==> config.mk <==
export PLATFORM = sky130hd
export DESIGN_NAME = sldr_top
export DESIGN_NICKNAME = d
export VERILOG_FILES = /design/src/core/sldr_pkg.sv /design/src/core/sldr_slave_enc.sv /design/src/core/sldr_top.sv
export SDC_FILE = /design/constraint.sdc
export NUM_CORES = 2
export LEC_CHECK = 0
export BUFFER_PORTS_ARGS = -buffer_cell sky130_fd_sc_hd__buf_2
export CORE_AREA = 2 2 390 392
export DETAILED_ROUTE_END_ITERATION = 6
export DIE_AREA = 0 0 392 394
export HOLD_SLACK_MARGIN = 0.08
export PLACE_DENSITY = 0.51
export REMOVE_ABC_BUFFERS = 1
export SETUP_SLACK_MARGIN = 0.05
export SLEW_MARGIN = 20
export SYNTH_ARGS = -nofsm -noshare
export SYNTH_HDL_FRONTEND = slang
export SYNTH_SLANG_ARGS = --single-unit
==> constraint.sdc <==
create_clock -name REF_CLK_IN -period 10.6 [get_ports REF_CLK_IN]
set_input_delay 0.53 -clock REF_CLK_IN [delete_from_list [all_inputs] [get_ports REF_CLK_IN]]
set_output_delay 0.53 -clock REF_CLK_IN [all_outputs]
set_load 0.05 [all_outputs]
==> src/core/sldr_pkg.sv <==
// constants, field layout and state type of the diagnostic record block
// assumes a single 50 MHz clock domain and an AXI4-Lite register bus
package sldr_pkg;

  // bus shape
  localparam int ADDR_W = 12;
  localparam int DATA_W = 32;
  localparam logic [1:0] RESP_OKAY   = 2'h0;
  localparam logic [1:0] RESP_SLVERR = 2'h2;

  // register byte offsets
  localparam logic [ADDR_W-1:0] OFFS_RECORD  = 12'h000;
  localparam logic [ADDR_W-1:0] OFFS_REQUEST = 12'h100;
  localparam logic [ADDR_W-1:0] OFFS_STATUS  = 12'h104;
  localparam logic [ADDR_W-1:0] OFFS_LIVE    = 12'h108;

  // status register fields
  localparam int STAT_VALID_BIT = 0;
  localparam int STAT_ERROR_BIT = 1;

  // record shape
  localparam logic [7:0] RECORD_NUMBER = 8'h5c;
  localparam int REC_BYTES   = 136;
  localparam int REC_WORDS   = 34;
  localparam int BANK_SLAVES = 31;
  localparam int ALL_SLAVES  = 62;

  // byte positions inside the record
  localparam int BYTE_MASTER  = 4;
  localparam int BYTE_A_FIRST = 8;
  localparam int BYTE_B_FIRST = 72;
  localparam int BYTE_FLAG1   = 134;
  localparam int BYTE_FLAG2   = 135;

  // master status byte fields
  localparam int MS_TEACH_ACTIVE = 0;
  localparam int MS_ONLINE       = 1;
  localparam int MS_PROTECTED    = 2;
  localparam int MS_TEACH_STATE  = 3;
  localparam int MS_TEACH_REQ    = 5;

  // per-slave diagnostic byte fields
  localparam int D1_IO_FAULT     = 0;
  localparam int D1_ACTIVE       = 1;
  localparam int D1_SAFETY       = 2;
  localparam int D1_CS_ERR_OP    = 3;
  localparam int D1_CS_ERR_TEACH = 4;
  localparam int D1_CS_NOT_UNIQ  = 5;
  localparam int D1_CS_NONE      = 6;
  localparam int D2_IN_ONE       = 0;
  localparam int D2_IN_TWO       = 1;
  localparam int D2_DISCREPANCY  = 2;
  localparam int D2_POWERUP_NOK  = 3;
  localparam int D2_TARGET_DIFF  = 4;

  // flag byte fields
  localparam int F1_OFFLINE_PHASE  = 0;
  localparam int F1_UNDERVOLTAGE   = 1;
  localparam int F1_NORMAL_MODE    = 2;
  localparam int F1_CONFIG_MODE    = 3;
  localparam int F1_READDRESS      = 4;
  localparam int F1_AUTO_ASSIGN    = 5;
  localparam int F1_ZERO_ADDRESS   = 6;
  localparam int F1_CONFIG_OK      = 7;
  localparam int F2_OFFLINE        = 0;
  localparam int F2_ALWAYS_ONE     = 1;
  localparam int F2_NVM_OK         = 2;
  localparam int F2_AUTO_ENABLE    = 3;
  localparam int F2_IO_FAULT       = 4;
  localparam int F2_POWER_ON       = 7;

  // reset values of the non-zero state bits
  localparam logic RESET_POWER_ON     = 1'b1;
  localparam logic RESET_OFFLINE_PREV = 1'b1;

  typedef logic [REC_BYTES-1:0][7:0] sldr_record_type;

  typedef struct packed {
    logic                 aw_held;
    logic [ADDR_W-1:0]    aw_addr;
    logic                 w_held;
    logic [DATA_W-1:0]    wdata;
    logic [3:0]           wstrb;
    logic                 bvalid;
    logic [1:0]           bresp;
    logic                 rvalid;
    logic [DATA_W-1:0]    rdata;
    logic [1:0]           rresp;
    sldr_record_type      rec;
    logic                 rec_valid;
    logic                 req_error;
    logic [7:0]           req_number;
    logic                 power_on_startup;
    logic                 offline_prev;
  } sldr_state_type;

endpackage

==> src/core/sldr_slave_enc.sv <==
// encoder of the two diagnostic bytes of one slave address
// assumes per-slave status levels that are already synchronous
`timescale 1ns/1ps

module sldr_slave_enc (
  // first byte sources
  input  wire logic       io_fault_in,
  input  wire logic       active_in,
  input  wire logic       safety_in,
  input  wire logic       cs_err_op_in,
  input  wire logic       cs_err_teach_in,
  input  wire logic       cs_not_unique_in,
  input  wire logic       cs_none_in,
  // second byte sources
  input  wire logic       safety_input_one_in,
  input  wire logic       safety_input_two_in,
  input  wire logic       discrepancy_in,
  input  wire logic       powerup_not_met_in,
  input  wire logic       target_diff_in,
  // encoded bytes
  output logic [7:0]      diag1_out,
  output logic [7:0]      diag2_out
);

  always_comb begin
    diag1_out = 8'h00;
    diag2_out = 8'h00;
    diag1_out[sldr_pkg::D1_IO_FAULT]     = io_fault_in;
    diag1_out[sldr_pkg::D1_ACTIVE]       = active_in;
    diag1_out[sldr_pkg::D1_SAFETY]       = safety_in;
    diag1_out[sldr_pkg::D1_CS_ERR_OP]    = cs_err_op_in;
    diag1_out[sldr_pkg::D1_CS_ERR_TEACH] = cs_err_teach_in;
    diag1_out[sldr_pkg::D1_CS_NOT_UNIQ]  = cs_not_unique_in;
    diag1_out[sldr_pkg::D1_CS_NONE]      = cs_none_in;
    diag2_out[sldr_pkg::D2_IN_ONE]       = safety_input_one_in;
    diag2_out[sldr_pkg::D2_IN_TWO]       = safety_input_two_in;
    diag2_out[sldr_pkg::D2_DISCREPANCY]  = discrepancy_in;
    diag2_out[sldr_pkg::D2_POWERUP_NOK]  = powerup_not_met_in;
    diag2_out[sldr_pkg::D2_TARGET_DIFF]  = target_diff_in;
  end

endmodule

==> src/core/sldr_top.sv <==
// diagnostic record assembly with an AXI4-Lite slave for software access
// assumes status inputs synchronous to REF_CLK_IN and a single master
//
// Added by the designer: the placing of the registers and the AXI4-Lite register port.
`timescale 1ns/1ps

module sldr_top (
  // clock and reset
  input  wire logic                        REF_CLK_IN,
  input  wire logic                        RESET_N_IN,
  // AXI4-Lite write address and data
  input  wire logic                        S_AXI_AWVALID_IN,
  output logic                             S_AXI_AWREADY_OUT,
  input  wire logic [sldr_pkg::ADDR_W-1:0] S_AXI_AWADDR_IN,
  input  wire logic [2:0]                  S_AXI_AWPROT_IN,
  input  wire logic                        S_AXI_WVALID_IN,
  output logic                             S_AXI_WREADY_OUT,
  input  wire logic [sldr_pkg::DATA_W-1:0] S_AXI_WDATA_IN,
  input  wire logic [3:0]                  S_AXI_WSTRB_IN,
  // AXI4-Lite write response
  output logic                             S_AXI_BVALID_OUT,
  input  wire logic                        S_AXI_BREADY_IN,
  output logic [1:0]                       S_AXI_BRESP_OUT,
  // AXI4-Lite read
  input  wire logic                        S_AXI_ARVALID_IN,
  output logic                             S_AXI_ARREADY_OUT,
  input  wire logic [sldr_pkg::ADDR_W-1:0] S_AXI_ARADDR_IN,
  input  wire logic [2:0]                  S_AXI_ARPROT_IN,
  output logic                             S_AXI_RVALID_OUT,
  input  wire logic                        S_AXI_RREADY_IN,
  output logic [sldr_pkg::DATA_W-1:0]      S_AXI_RDATA_OUT,
  output logic [1:0]                       S_AXI_RRESP_OUT,
  // master status
  input  wire logic                        TEACH_ACTIVE_IN,
  input  wire logic                        MASTER_ONLINE_IN,
  input  wire logic                        PROTECTED_MODE_IN,
  input  wire logic [1:0]                  TEACH_STATE_IN,
  input  wire logic                        TEACH_REQUIRED_IN,
  // per-slave status, bit k: k<31 slave k+1 (single/A), else slave k-30 (B)
  input  wire logic [61:0]                 SLAVE_IO_FAULT_IN,
  input  wire logic [61:0]                 SLAVE_ACTIVE_IN,
  input  wire logic [61:0]                 SLAVE_SAFETY_IN,
  input  wire logic [61:0]                 SLAVE_CS_ERR_OP_IN,
  input  wire logic [61:0]                 SLAVE_CS_ERR_TEACH_IN,
  input  wire logic [61:0]                 SLAVE_CS_NOT_UNIQUE_IN,
  input  wire logic [61:0]                 SLAVE_CS_NONE_IN,
  input  wire logic [61:0]                 SAFETY_INPUT_ONE_IN,
  input  wire logic [61:0]                 SAFETY_INPUT_TWO_IN,
  input  wire logic [61:0]                 SLAVE_DISCREPANCY_IN,
  input  wire logic [61:0]                 SLAVE_POWERUP_NOK_IN,
  input  wire logic [61:0]                 SLAVE_TARGET_DIFF_IN,
  // configuration lists, same bit order as the slave buses
  input  wire logic [61:0]                 CONFIGURED_LIST_IN,
  input  wire logic [61:0]                 DETECTED_LIST_IN,
  // line and gateway status
  input  wire logic                        OFFLINE_PHASE_IN,
  input  wire logic                        LINE_UNDERVOLTAGE_IN,
  input  wire logic                        NORMAL_MODE_IN,
  input  wire logic                        CONFIG_MODE_IN,
  input  wire logic                        AUTO_ADDR_ENABLE_IN,
  input  wire logic                        WRONG_SLAVE_PRESENT_IN,
  input  wire logic                        ZERO_ADDRESS_PRESENT_IN,
  input  wire logic                        NVM_TEST_OK_IN,
  input  wire logic                        OFFLINE_REQUEST_IN,
  input  wire logic                        OFFLINE_STATE_IN
);

  sldr_pkg::sldr_state_type  s;
  sldr_pkg::sldr_state_type  next_s;
  sldr_pkg::sldr_record_type live;
  logic [61:0][7:0]          diag1;
  logic [61:0][7:0]          diag2;
  logic [61:0]               missing;
  logic                      commit;
  logic                      commit_req;
  logic                      rd_take;

  // exactly one bit set; false for an empty list
  function automatic logic one_hot(input logic [61:0] v);
    logic [6:0] cnt;
    cnt = 7'h00;
    for (int i = 0; i < 62; i++) begin
      cnt = cnt + 7'(v[i]);
    end
    return cnt == 7'h01;
  endfunction

  // little-endian word of the captured record
  function automatic logic [31:0] record_word(input sldr_pkg::sldr_record_type r,
                                              input logic [5:0] idx);
    logic [31:0] w;
    w = 32'h0000_0000;
    for (int b = 0; b < 4; b++) begin
      w[8*b +: 8] = r[4*int'(idx) + b];
    end
    return w;
  endfunction

  genvar g;
  generate
    for (g = 0; g < sldr_pkg::ALL_SLAVES; g++) begin : g_slave
      sldr_slave_enc u_enc (
        .io_fault_in         (SLAVE_IO_FAULT_IN[g]),
        .active_in           (SLAVE_ACTIVE_IN[g]),
        .safety_in           (SLAVE_SAFETY_IN[g]),
        .cs_err_op_in        (SLAVE_CS_ERR_OP_IN[g]),
        .cs_err_teach_in     (SLAVE_CS_ERR_TEACH_IN[g]),
        .cs_not_unique_in    (SLAVE_CS_NOT_UNIQUE_IN[g]),
        .cs_none_in          (SLAVE_CS_NONE_IN[g]),
        .safety_input_one_in (SAFETY_INPUT_ONE_IN[g]),
        .safety_input_two_in (SAFETY_INPUT_TWO_IN[g]),
        .discrepancy_in      (SLAVE_DISCREPANCY_IN[g]),
        .powerup_not_met_in  (SLAVE_POWERUP_NOK_IN[g]),
        .target_diff_in      (SLAVE_TARGET_DIFF_IN[g]),
        .diag1_out           (diag1[g]),
        .diag2_out           (diag2[g])
      );
    end
  endgenerate

  assign missing = CONFIGURED_LIST_IN & ~DETECTED_LIST_IN;

  // live image of the record; everything not written stays zero
  always_comb begin
    live = '0;
    live[sldr_pkg::BYTE_MASTER][sldr_pkg::MS_TEACH_ACTIVE] = TEACH_ACTIVE_IN;
    live[sldr_pkg::BYTE_MASTER][sldr_pkg::MS_ONLINE]       = MASTER_ONLINE_IN;
    live[sldr_pkg::BYTE_MASTER][sldr_pkg::MS_PROTECTED]    = PROTECTED_MODE_IN;
    live[sldr_pkg::BYTE_MASTER][sldr_pkg::MS_TEACH_REQ]    = TEACH_REQUIRED_IN;
    live[sldr_pkg::BYTE_MASTER][sldr_pkg::MS_TEACH_STATE +: 2] = TEACH_STATE_IN;
    for (int k = 0; k < sldr_pkg::BANK_SLAVES; k++) begin
      live[sldr_pkg::BYTE_A_FIRST + 2*k]     = diag1[k];
      live[sldr_pkg::BYTE_A_FIRST + 2*k + 1] = diag2[k];
      live[sldr_pkg::BYTE_B_FIRST + 2*k]     = diag1[k + 31];
      live[sldr_pkg::BYTE_B_FIRST + 2*k + 1] = diag2[k + 31];
    end
    live[sldr_pkg::BYTE_FLAG1][sldr_pkg::F1_OFFLINE_PHASE] = OFFLINE_PHASE_IN;
    live[sldr_pkg::BYTE_FLAG1][sldr_pkg::F1_UNDERVOLTAGE]  = LINE_UNDERVOLTAGE_IN;
    live[sldr_pkg::BYTE_FLAG1][sldr_pkg::F1_NORMAL_MODE]   = NORMAL_MODE_IN;
    live[sldr_pkg::BYTE_FLAG1][sldr_pkg::F1_CONFIG_MODE]   = CONFIG_MODE_IN;
    live[sldr_pkg::BYTE_FLAG1][sldr_pkg::F1_READDRESS]     = one_hot(missing);
    live[sldr_pkg::BYTE_FLAG1][sldr_pkg::F1_AUTO_ASSIGN]   =
      AUTO_ADDR_ENABLE_IN & ~WRONG_SLAVE_PRESENT_IN;
    live[sldr_pkg::BYTE_FLAG1][sldr_pkg::F1_ZERO_ADDRESS]  = ZERO_ADDRESS_PRESENT_IN;
    live[sldr_pkg::BYTE_FLAG1][sldr_pkg::F1_CONFIG_OK]     =
      (CONFIGURED_LIST_IN == DETECTED_LIST_IN);
    live[sldr_pkg::BYTE_FLAG2][sldr_pkg::F2_OFFLINE]       =
      OFFLINE_REQUEST_IN | OFFLINE_STATE_IN;
    live[sldr_pkg::BYTE_FLAG2][sldr_pkg::F2_ALWAYS_ONE]    = 1'b1;
    live[sldr_pkg::BYTE_FLAG2][sldr_pkg::F2_NVM_OK]        = NVM_TEST_OK_IN;
    live[sldr_pkg::BYTE_FLAG2][sldr_pkg::F2_AUTO_ENABLE]   = AUTO_ADDR_ENABLE_IN;
    live[sldr_pkg::BYTE_FLAG2][sldr_pkg::F2_IO_FAULT]      = |SLAVE_IO_FAULT_IN;
    live[sldr_pkg::BYTE_FLAG2][sldr_pkg::F2_POWER_ON]      = s.power_on_startup;
  end

  // handshake outputs straight from state
  assign S_AXI_AWREADY_OUT = ~s.aw_held;
  assign S_AXI_WREADY_OUT  = ~s.w_held;
  assign S_AXI_ARREADY_OUT = ~s.rvalid;
  assign S_AXI_BVALID_OUT  = s.bvalid;
  assign S_AXI_BRESP_OUT   = s.bresp;
  assign S_AXI_RVALID_OUT  = s.rvalid;
  assign S_AXI_RDATA_OUT   = s.rdata;
  assign S_AXI_RRESP_OUT   = s.rresp;

  assign commit     = s.aw_held & s.w_held & ~s.bvalid;
  assign commit_req = commit & (s.aw_addr[11:2] == sldr_pkg::OFFS_REQUEST[11:2]) & s.wstrb[0];
  assign rd_take    = S_AXI_ARVALID_IN & ~s.rvalid;

  always_comb begin
    next_s = s;
    if (S_AXI_AWVALID_IN && !s.aw_held) begin
      next_s.aw_held = 1'b1;
      next_s.aw_addr = S_AXI_AWADDR_IN;
    end
    if (S_AXI_WVALID_IN && !s.w_held) begin
      next_s.w_held = 1'b1;
      next_s.wdata  = S_AXI_WDATA_IN;
      next_s.wstrb  = S_AXI_WSTRB_IN;
    end
    if (s.bvalid && S_AXI_BREADY_IN) begin
      next_s.bvalid = 1'b0;
    end
    // both halves held: perform the write, then answer
    if (commit) begin
      next_s.aw_held = 1'b0;
      next_s.w_held  = 1'b0;
      next_s.bvalid  = 1'b1;
      next_s.bresp   = sldr_pkg::RESP_SLVERR;
      if (s.aw_addr[11:2] == sldr_pkg::OFFS_REQUEST[11:2]) begin
        next_s.bresp = sldr_pkg::RESP_OKAY;
      end
      if (commit_req) begin
        next_s.req_number = s.wdata[7:0];
        if (s.wdata[7:0] == sldr_pkg::RECORD_NUMBER) begin
          // whole image in one edge, so a read never mixes two samples
          next_s.rec       = live;
          next_s.rec_valid = 1'b1;
          next_s.req_error = 1'b0;
        end else begin
          // only one record exists; an old capture is kept but marked stale
          next_s.rec_valid = 1'b0;
          next_s.req_error = 1'b1;
        end
      end
    end
    if (s.rvalid && S_AXI_RREADY_IN) begin
      next_s.rvalid = 1'b0;
    end
    if (rd_take) begin
      next_s.rvalid = 1'b1;
      next_s.rresp  = sldr_pkg::RESP_OKAY;
      next_s.rdata  = 32'h0000_0000;
      if (S_AXI_ARADDR_IN[11:8] == sldr_pkg::OFFS_RECORD[11:8] &&
          int'(S_AXI_ARADDR_IN[7:2]) < sldr_pkg::REC_WORDS) begin
        next_s.rdata = record_word(s.rec, S_AXI_ARADDR_IN[7:2]);
      end else if (S_AXI_ARADDR_IN[11:2] == sldr_pkg::OFFS_REQUEST[11:2]) begin
        next_s.rdata[7:0] = s.req_number;
      end else if (S_AXI_ARADDR_IN[11:2] == sldr_pkg::OFFS_STATUS[11:2]) begin
        next_s.rdata[sldr_pkg::STAT_VALID_BIT] = s.rec_valid;
        next_s.rdata[sldr_pkg::STAT_ERROR_BIT] = s.req_error;
      end else if (S_AXI_ARADDR_IN[11:2] == sldr_pkg::OFFS_LIVE[11:2]) begin
        next_s.rdata[23:0] = {live[sldr_pkg::BYTE_MASTER],
                              live[sldr_pkg::BYTE_FLAG2],
                              live[sldr_pkg::BYTE_FLAG1]};
      end else begin
        next_s.rresp = sldr_pkg::RESP_SLVERR;
      end
    end
    // a master already offline at release needs a fresh move to clear
    if (OFFLINE_STATE_IN && !s.offline_prev) begin
      next_s.power_on_startup = 1'b0;
    end
    next_s.offline_prev = OFFLINE_STATE_IN;
  end

  always_ff @(posedge REF_CLK_IN) begin
    if (!RESET_N_IN) begin
      s                  <= '0;
      s.power_on_startup <= sldr_pkg::RESET_POWER_ON;
      s.offline_prev     <= sldr_pkg::RESET_OFFLINE_PREV;
    end else begin
      s <= next_s;
    end
  end
endmodule

After elaboration in Yosys (flattened, before gate mapping):

Cells that the tools add are included.

* logic and storage cells: 277
* bits in registers: 837
* bits of input ports: 957

* mux-type cells: 28
* reduce and logical (&&, ||, !) cells: 16
* equal/unequal tests: 7
* $add $sub $neg: 64
* magnitude comparators: 5
* bitwise operators: 15

Operator list (number)
* $add 7x1->7: 55
* $bmux 8 s8: 3
* $mux 8: 9
* $and 62x62->62: 1
* $eq 62x62->1: 1
* $not 62->62: 1
* $reduce_or 62->1: 1
* $bmux 8 s6: 1
* $eq 10x7->1 const B: 4
* $mux 35: 1
* $lt 9x9->1 const B: 3
* $mux 24: 1
* $mux 22: 1
* $mux 20: 1
* $add 8x2->9 const B: 2
* $mux 14: 1
* $mux 2: 7
* $add 8x1->9 const B: 1
* $lt 8x9->1 const B: 1
* $eq 8x7->1 const B: 1
* $add 6x1->7: 1
* $eq 7x1->1 const B: 1
* $add 5x1->6: 1
* $and 1x1->1: 6
* 16 further kinds: 30

Longest topological paths before layout:

* depth in word-level cells: 69
* mapped depth: 22
* depth with buffers taken out: 22

Modules after synthesis:

A second synthesis with hierarchy kept.

* cell total of the unflattened synthesis: 6884
* area, all modules: 56213.9 sq um

By module, submodules not included
* sldr_top: area each 48534.0 sq um, instances 1, cells each 5830
* sldr_slave_enc: area each 123.9 sq um, instances 62, cells each 17

Worst setup path before layout:

No wires, ideal clock.

* path kind: input to register
* start point: in DETECTED_LIST_IN[55]
* end point: reg s (netlist bit S_AXI_RDATA_OUT[4])
* setup time: 74 ps
* data required time: 10526 ps
* stages: 21
* slack: 3800 ps
* path buffers: 0
* arrival: 6726 ps
* path through: inv_1 -> ha_1 -> fa_1 -> inv_1 -> fa_1 -> fa_1 -> fa_1 -> fa_1 -> fa_1 -> fa_1 -> fa_1 -> inv_1 -> ha_1 -> inv_1 -> fa_1 -> nand4bb_1 -> a2111oi_0 -> o21ai_0 -> nor4b_1 -> a22oi_1 -> a31oi_1

* word-level cells in the longest chain between the ends: 14

RTL lines
* from (decl): line sldr_top.sv:54 `input wire logic [61:0] DETECTED_LIST_IN,`
* $not 62->62: line sldr_top.sv:121 `assign missing = CONFIGURED_LIST_IN & ~DETECTED_LIST_IN;`
* $and 62x62->62: line sldr_top.sv:121
* $add 7x1->7 (7 in series): line sldr_top.sv:83 `cnt = cnt + 7'(v[i]);`
* $eq 7x1->1: line sldr_top.sv:85 `return cnt == 7'h01;`
* $mux 22: line sldr_top.sv:222 `end else if (S_AXI_ARADDR_IN[11:2] == sldr_pkg::OFFS_LIVE[11:2]) begin`
* $mux 20: line sldr_top.sv:219 `end else if (S_AXI_ARADDR_IN[11:2] == sldr_pkg::OFFS_STATUS[11:2]) begin`
* $mux 8: line sldr_top.sv:217 `end else if (S_AXI_ARADDR_IN[11:2] == sldr_pkg::OFFS_REQUEST[11:2]) begin`
* $mux 24: line sldr_top.sv:214 `if (S_AXI_ARADDR_IN[11:8] == sldr_pkg::OFFS_RECORD[11:8] &&`
* to (signal assigned): line sldr_top.sv:243 `s <= next_s;`
* to (decl): line sldr_top.sv:68 `sldr_pkg::sldr_state_type s;`

Every way passes these cells.
A chain may end at the register's enable or synchronous reset.

Worst setup path after layout:

* start point: in DETECTED_LIST_IN[49]
* end point: reg s (netlist bit S_AXI_RDATA_OUT[4])

* word-level cells in the longest chain between the ends: 20

RTL lines (line)
* $not 62->62: sldr_top.sv:121
* $and 62x62->62: sldr_top.sv:121
* $add 7x1->7 (13 in series): sldr_top.sv:83
* $eq 7x1->1: sldr_top.sv:85
* $mux 22: sldr_top.sv:222
* $mux 20: sldr_top.sv:219
* $mux 8: sldr_top.sv:217
* $mux 24: sldr_top.sv:214

Every way passes these cells.

==> metrics.txt <==
kind of critical path in2reg; worst r2r dst s[1047]; hold_sp SLAVE_CS_ERR_TEACH_IN[0]; crit path DAT 7.63 ns; ys async rst share 0%; CTS buffer count 98; drt total wl 174 mm; worst-case clock buffer depth 3; met3 wire len 9.37 mm; Worst Hold End s[80]; drt via density 4.67; CORE AREA 151000 µm²; fin. max-slew vios 0; # DRC 3; Max-cap violations 0; Hold Path Class in2reg; Root Buffer clkbuf_16; CP max stage cell fa_1; top achievable clock speed 143 MHz; reg2reg start s[1185]; GR Overflow Total 0; commonest non-fill, non-tap cell in the layout nand2_1; FF-to-FF path depth 8; sequential area share after synthesis 43.6%; Slew Limit Headroom 23.9%; Synth area leader dfxtp_1; H-tree lvl count 3; crit-path max FO 2; Chip Width 392 µm; VDD IR max 0.000154 V; violated checks DRC; YS warnings 0; Area contributors post-synth dfxtp_1 (44%), nand2_1 (16%), a21oi_1 (11%), mux4_2 (7.6%), mux2i_1 (2.9%); Power Dens Cells 149 nW/µm²; CP Launch Type input port; Mapped Area 38100 µm²; outcome complete, but fails checks; Area Overhead vs Synth 45.2%; Detail Placement HPWL 122 mm; layout cell share with drive strength beyond 1 22.2%; die area 154000 µm²; # port buffers 954; clock-pin transition on the worst setup and hold timing paths 0.07 ns; uppermost layer routed met5; reg-to-reg slack, setup 6.09 ns; std cell rows 143; Post-layout nets 7160; Slew @ Worst Pin 1.14 ns; gr usage total 21.8%; CP most frequent cell fa_1; Critical Path RT 11.22 ns; dpl cell area 44100 µm²; DIE HEIGHT 394 µm; Final Instance Area 55300 µm²; Initial Util 25.3%; clk_lat worst skew 0.74 ns; largest stage delay on the critical path 0.63 ns; first-pass GRT wire length 250 mm; Critical Path, Cell by Cell buf_2 > inv_1 > ha_1 > fa_1 > inv_1 > fa_1 > fa_1 > fa_1 > fa_1 > fa_1 > fa_1 > fa_1 > inv_1 > ha_1 > inv_1 > fa_1 > nand4bb_1 > a2111oi_0 > o21ai_0 > nor4b_2 > a22oi_1 > a31oi_1; GPL Wtd Cong 0.863; Avg WL per Cell 21.2 µm; Worst Setup SP DETECTED_LIST_IN[49]; Power Total 8220 µW; synthesized flop and latch total 829; Final Skew 0.0745 ns; Final setup violation count 0; Routed Antenna Nets 0; Distinct cells, synth 64; Leak Pwr 0.0211 µW; vias 38300; CTS tree built; RSZ-0062 raised after global routing false; Initial DRC Count 2571; share of the synthesized area in the top cell type 43.6%; crit end category flip-flop; Gate Count Post-Synth 4569; Setup Total Neg Slack 0 ns; Avg Inst Size Synth 8.33 µm²; WL met2 85.4 mm; vias in the first global route 39400; TritonRoute pass-1 iters 7; Worst Hold Depth 3; initial antenna violation count 41; Main synth FF type dfxtp_1; IO Pins 998; DRT met1 WL 69.5 mm; commonest cells after routing, fill and taps aside nand2_1 (1602), buf_2 (950), dfxtp_1 (829); pin count of the biggest net entering global routing 224; number of synthesized flops with an enable pin 0; period utilization 66.2%; clk sinks 829; Tmin final 7.01 ns; Final Hold Fails 0
## worst max path at each step
stage                                    end  slack (ns)  cells after the start
after global routing      S_AXI_RDATA_OUT[4]        3.05                     22
final                     S_AXI_RDATA_OUT[4]        3.59                     22
after CTS                 S_AXI_RDATA_OUT[4]        3.50                     22
after detailed placement  S_AXI_RDATA_OUT[4]        2.76                     22
after floorplan                      s[1096]       -5.71                      4
after global placement    S_AXI_RDATA_OUT[4]        2.78                     22
## logic make-up (layout without fill, tap and decap cells)
logic type | Yosys count | after routing | synth area share, %
buffers and inverters | 531 | 2110 | 6.57
muxes | 276 | 276 | 11.6
AOI/OAI and AO/OA | 995 | 995 | 14.2
other | 1 | 33 | 0.00985
DFF | 829 | 829 | 43.6
adders and majority gates | 130 | 130 | 5.30
and+or+nand+nor | 1807 | 1807 | 18.7
## routing by layer
layer | track usage, % | vias up
li1 | - | 18400
met1 | 25.2 | 18200
met2 | 37.9 | 1277
met3 | 3.93 | 429
met4 | 12.1 | 16
met5 | 0 | -
## flip-flops by register name (all words and copies together), names as in the netlist
signal and cells:
S_AXI_BRESP_OUT 1, S_AXI_BVALID_OUT 1, S_AXI_RDATA_OUT 28, S_AXI_RVALID_OUT 1, S_AXI_RRESP_OUT 1, live 1
s 796
## area by class of cell
type / instances / area, µm²
Fill cell: 15700 / 95400
Clock buffer: 139 / 2840
Tap cell: 2030 / 2540
Inverter: 149 / 567
Timing Repair Buffer: 1781 / 13000
Clock inverter: 41 / 572
Antenna cell: 27 / 67.6
Sequential cell: 829 / 16600
Multi-Input combinational cell: 3214 / 19100
## critical path, delay by kind of cell
family | cells | cell delay [ns]
adders and majority gates | 11 | 5.20
AOI/OAI and AO/OA | 4 | 0.87
and+or+nand+nor | 2 | 0.65
buffers and inverters | 5 | 0.36
## where the power goes
group	switching, µW	leakage [µW]	total (µW)	internal, µW
sequential	4.59	0.00668	3130	3120
combinational	771	0.0128	1520	745
clock	1500	0.00167	3570	2080
## what timing repair did
action | in CTS | in global routing
endpoints found under the hold margin | 772 | 0
setup endpoints to repair | 0 | 0
gates resized for setup | 0 | 0
buffers inserted | 0 | 0
hold buffers | 769 | 0
## through the flow
stage	hold slack, ns	instances	utilization, %	setup WS [ns]
final	0.148	8210	36.7	3.59
after detailed placement	0.444	7234	29.3	2.76
after global routing	0.121	8207	36.7	3.05
after CTS	0.0843	8183	36.7	3.50
after global placement	0.427	7233	29.3	2.78
after floorplan	0.419	4192	-	-5.71
## cell usage after synthesis, drive strengths merged (24+ instances only)
library cell and number:
o21ai 36, dfxtp 829, ha 78, clkbuf 133, mux4 129, nor4 31, buf 249, mux2i 111
nor3 24, fa 52, a21oi 808, nor2 67, mux2 36, nand2 1605, inv 148
No activity file was read; power rests on OpenSTA's default activity.
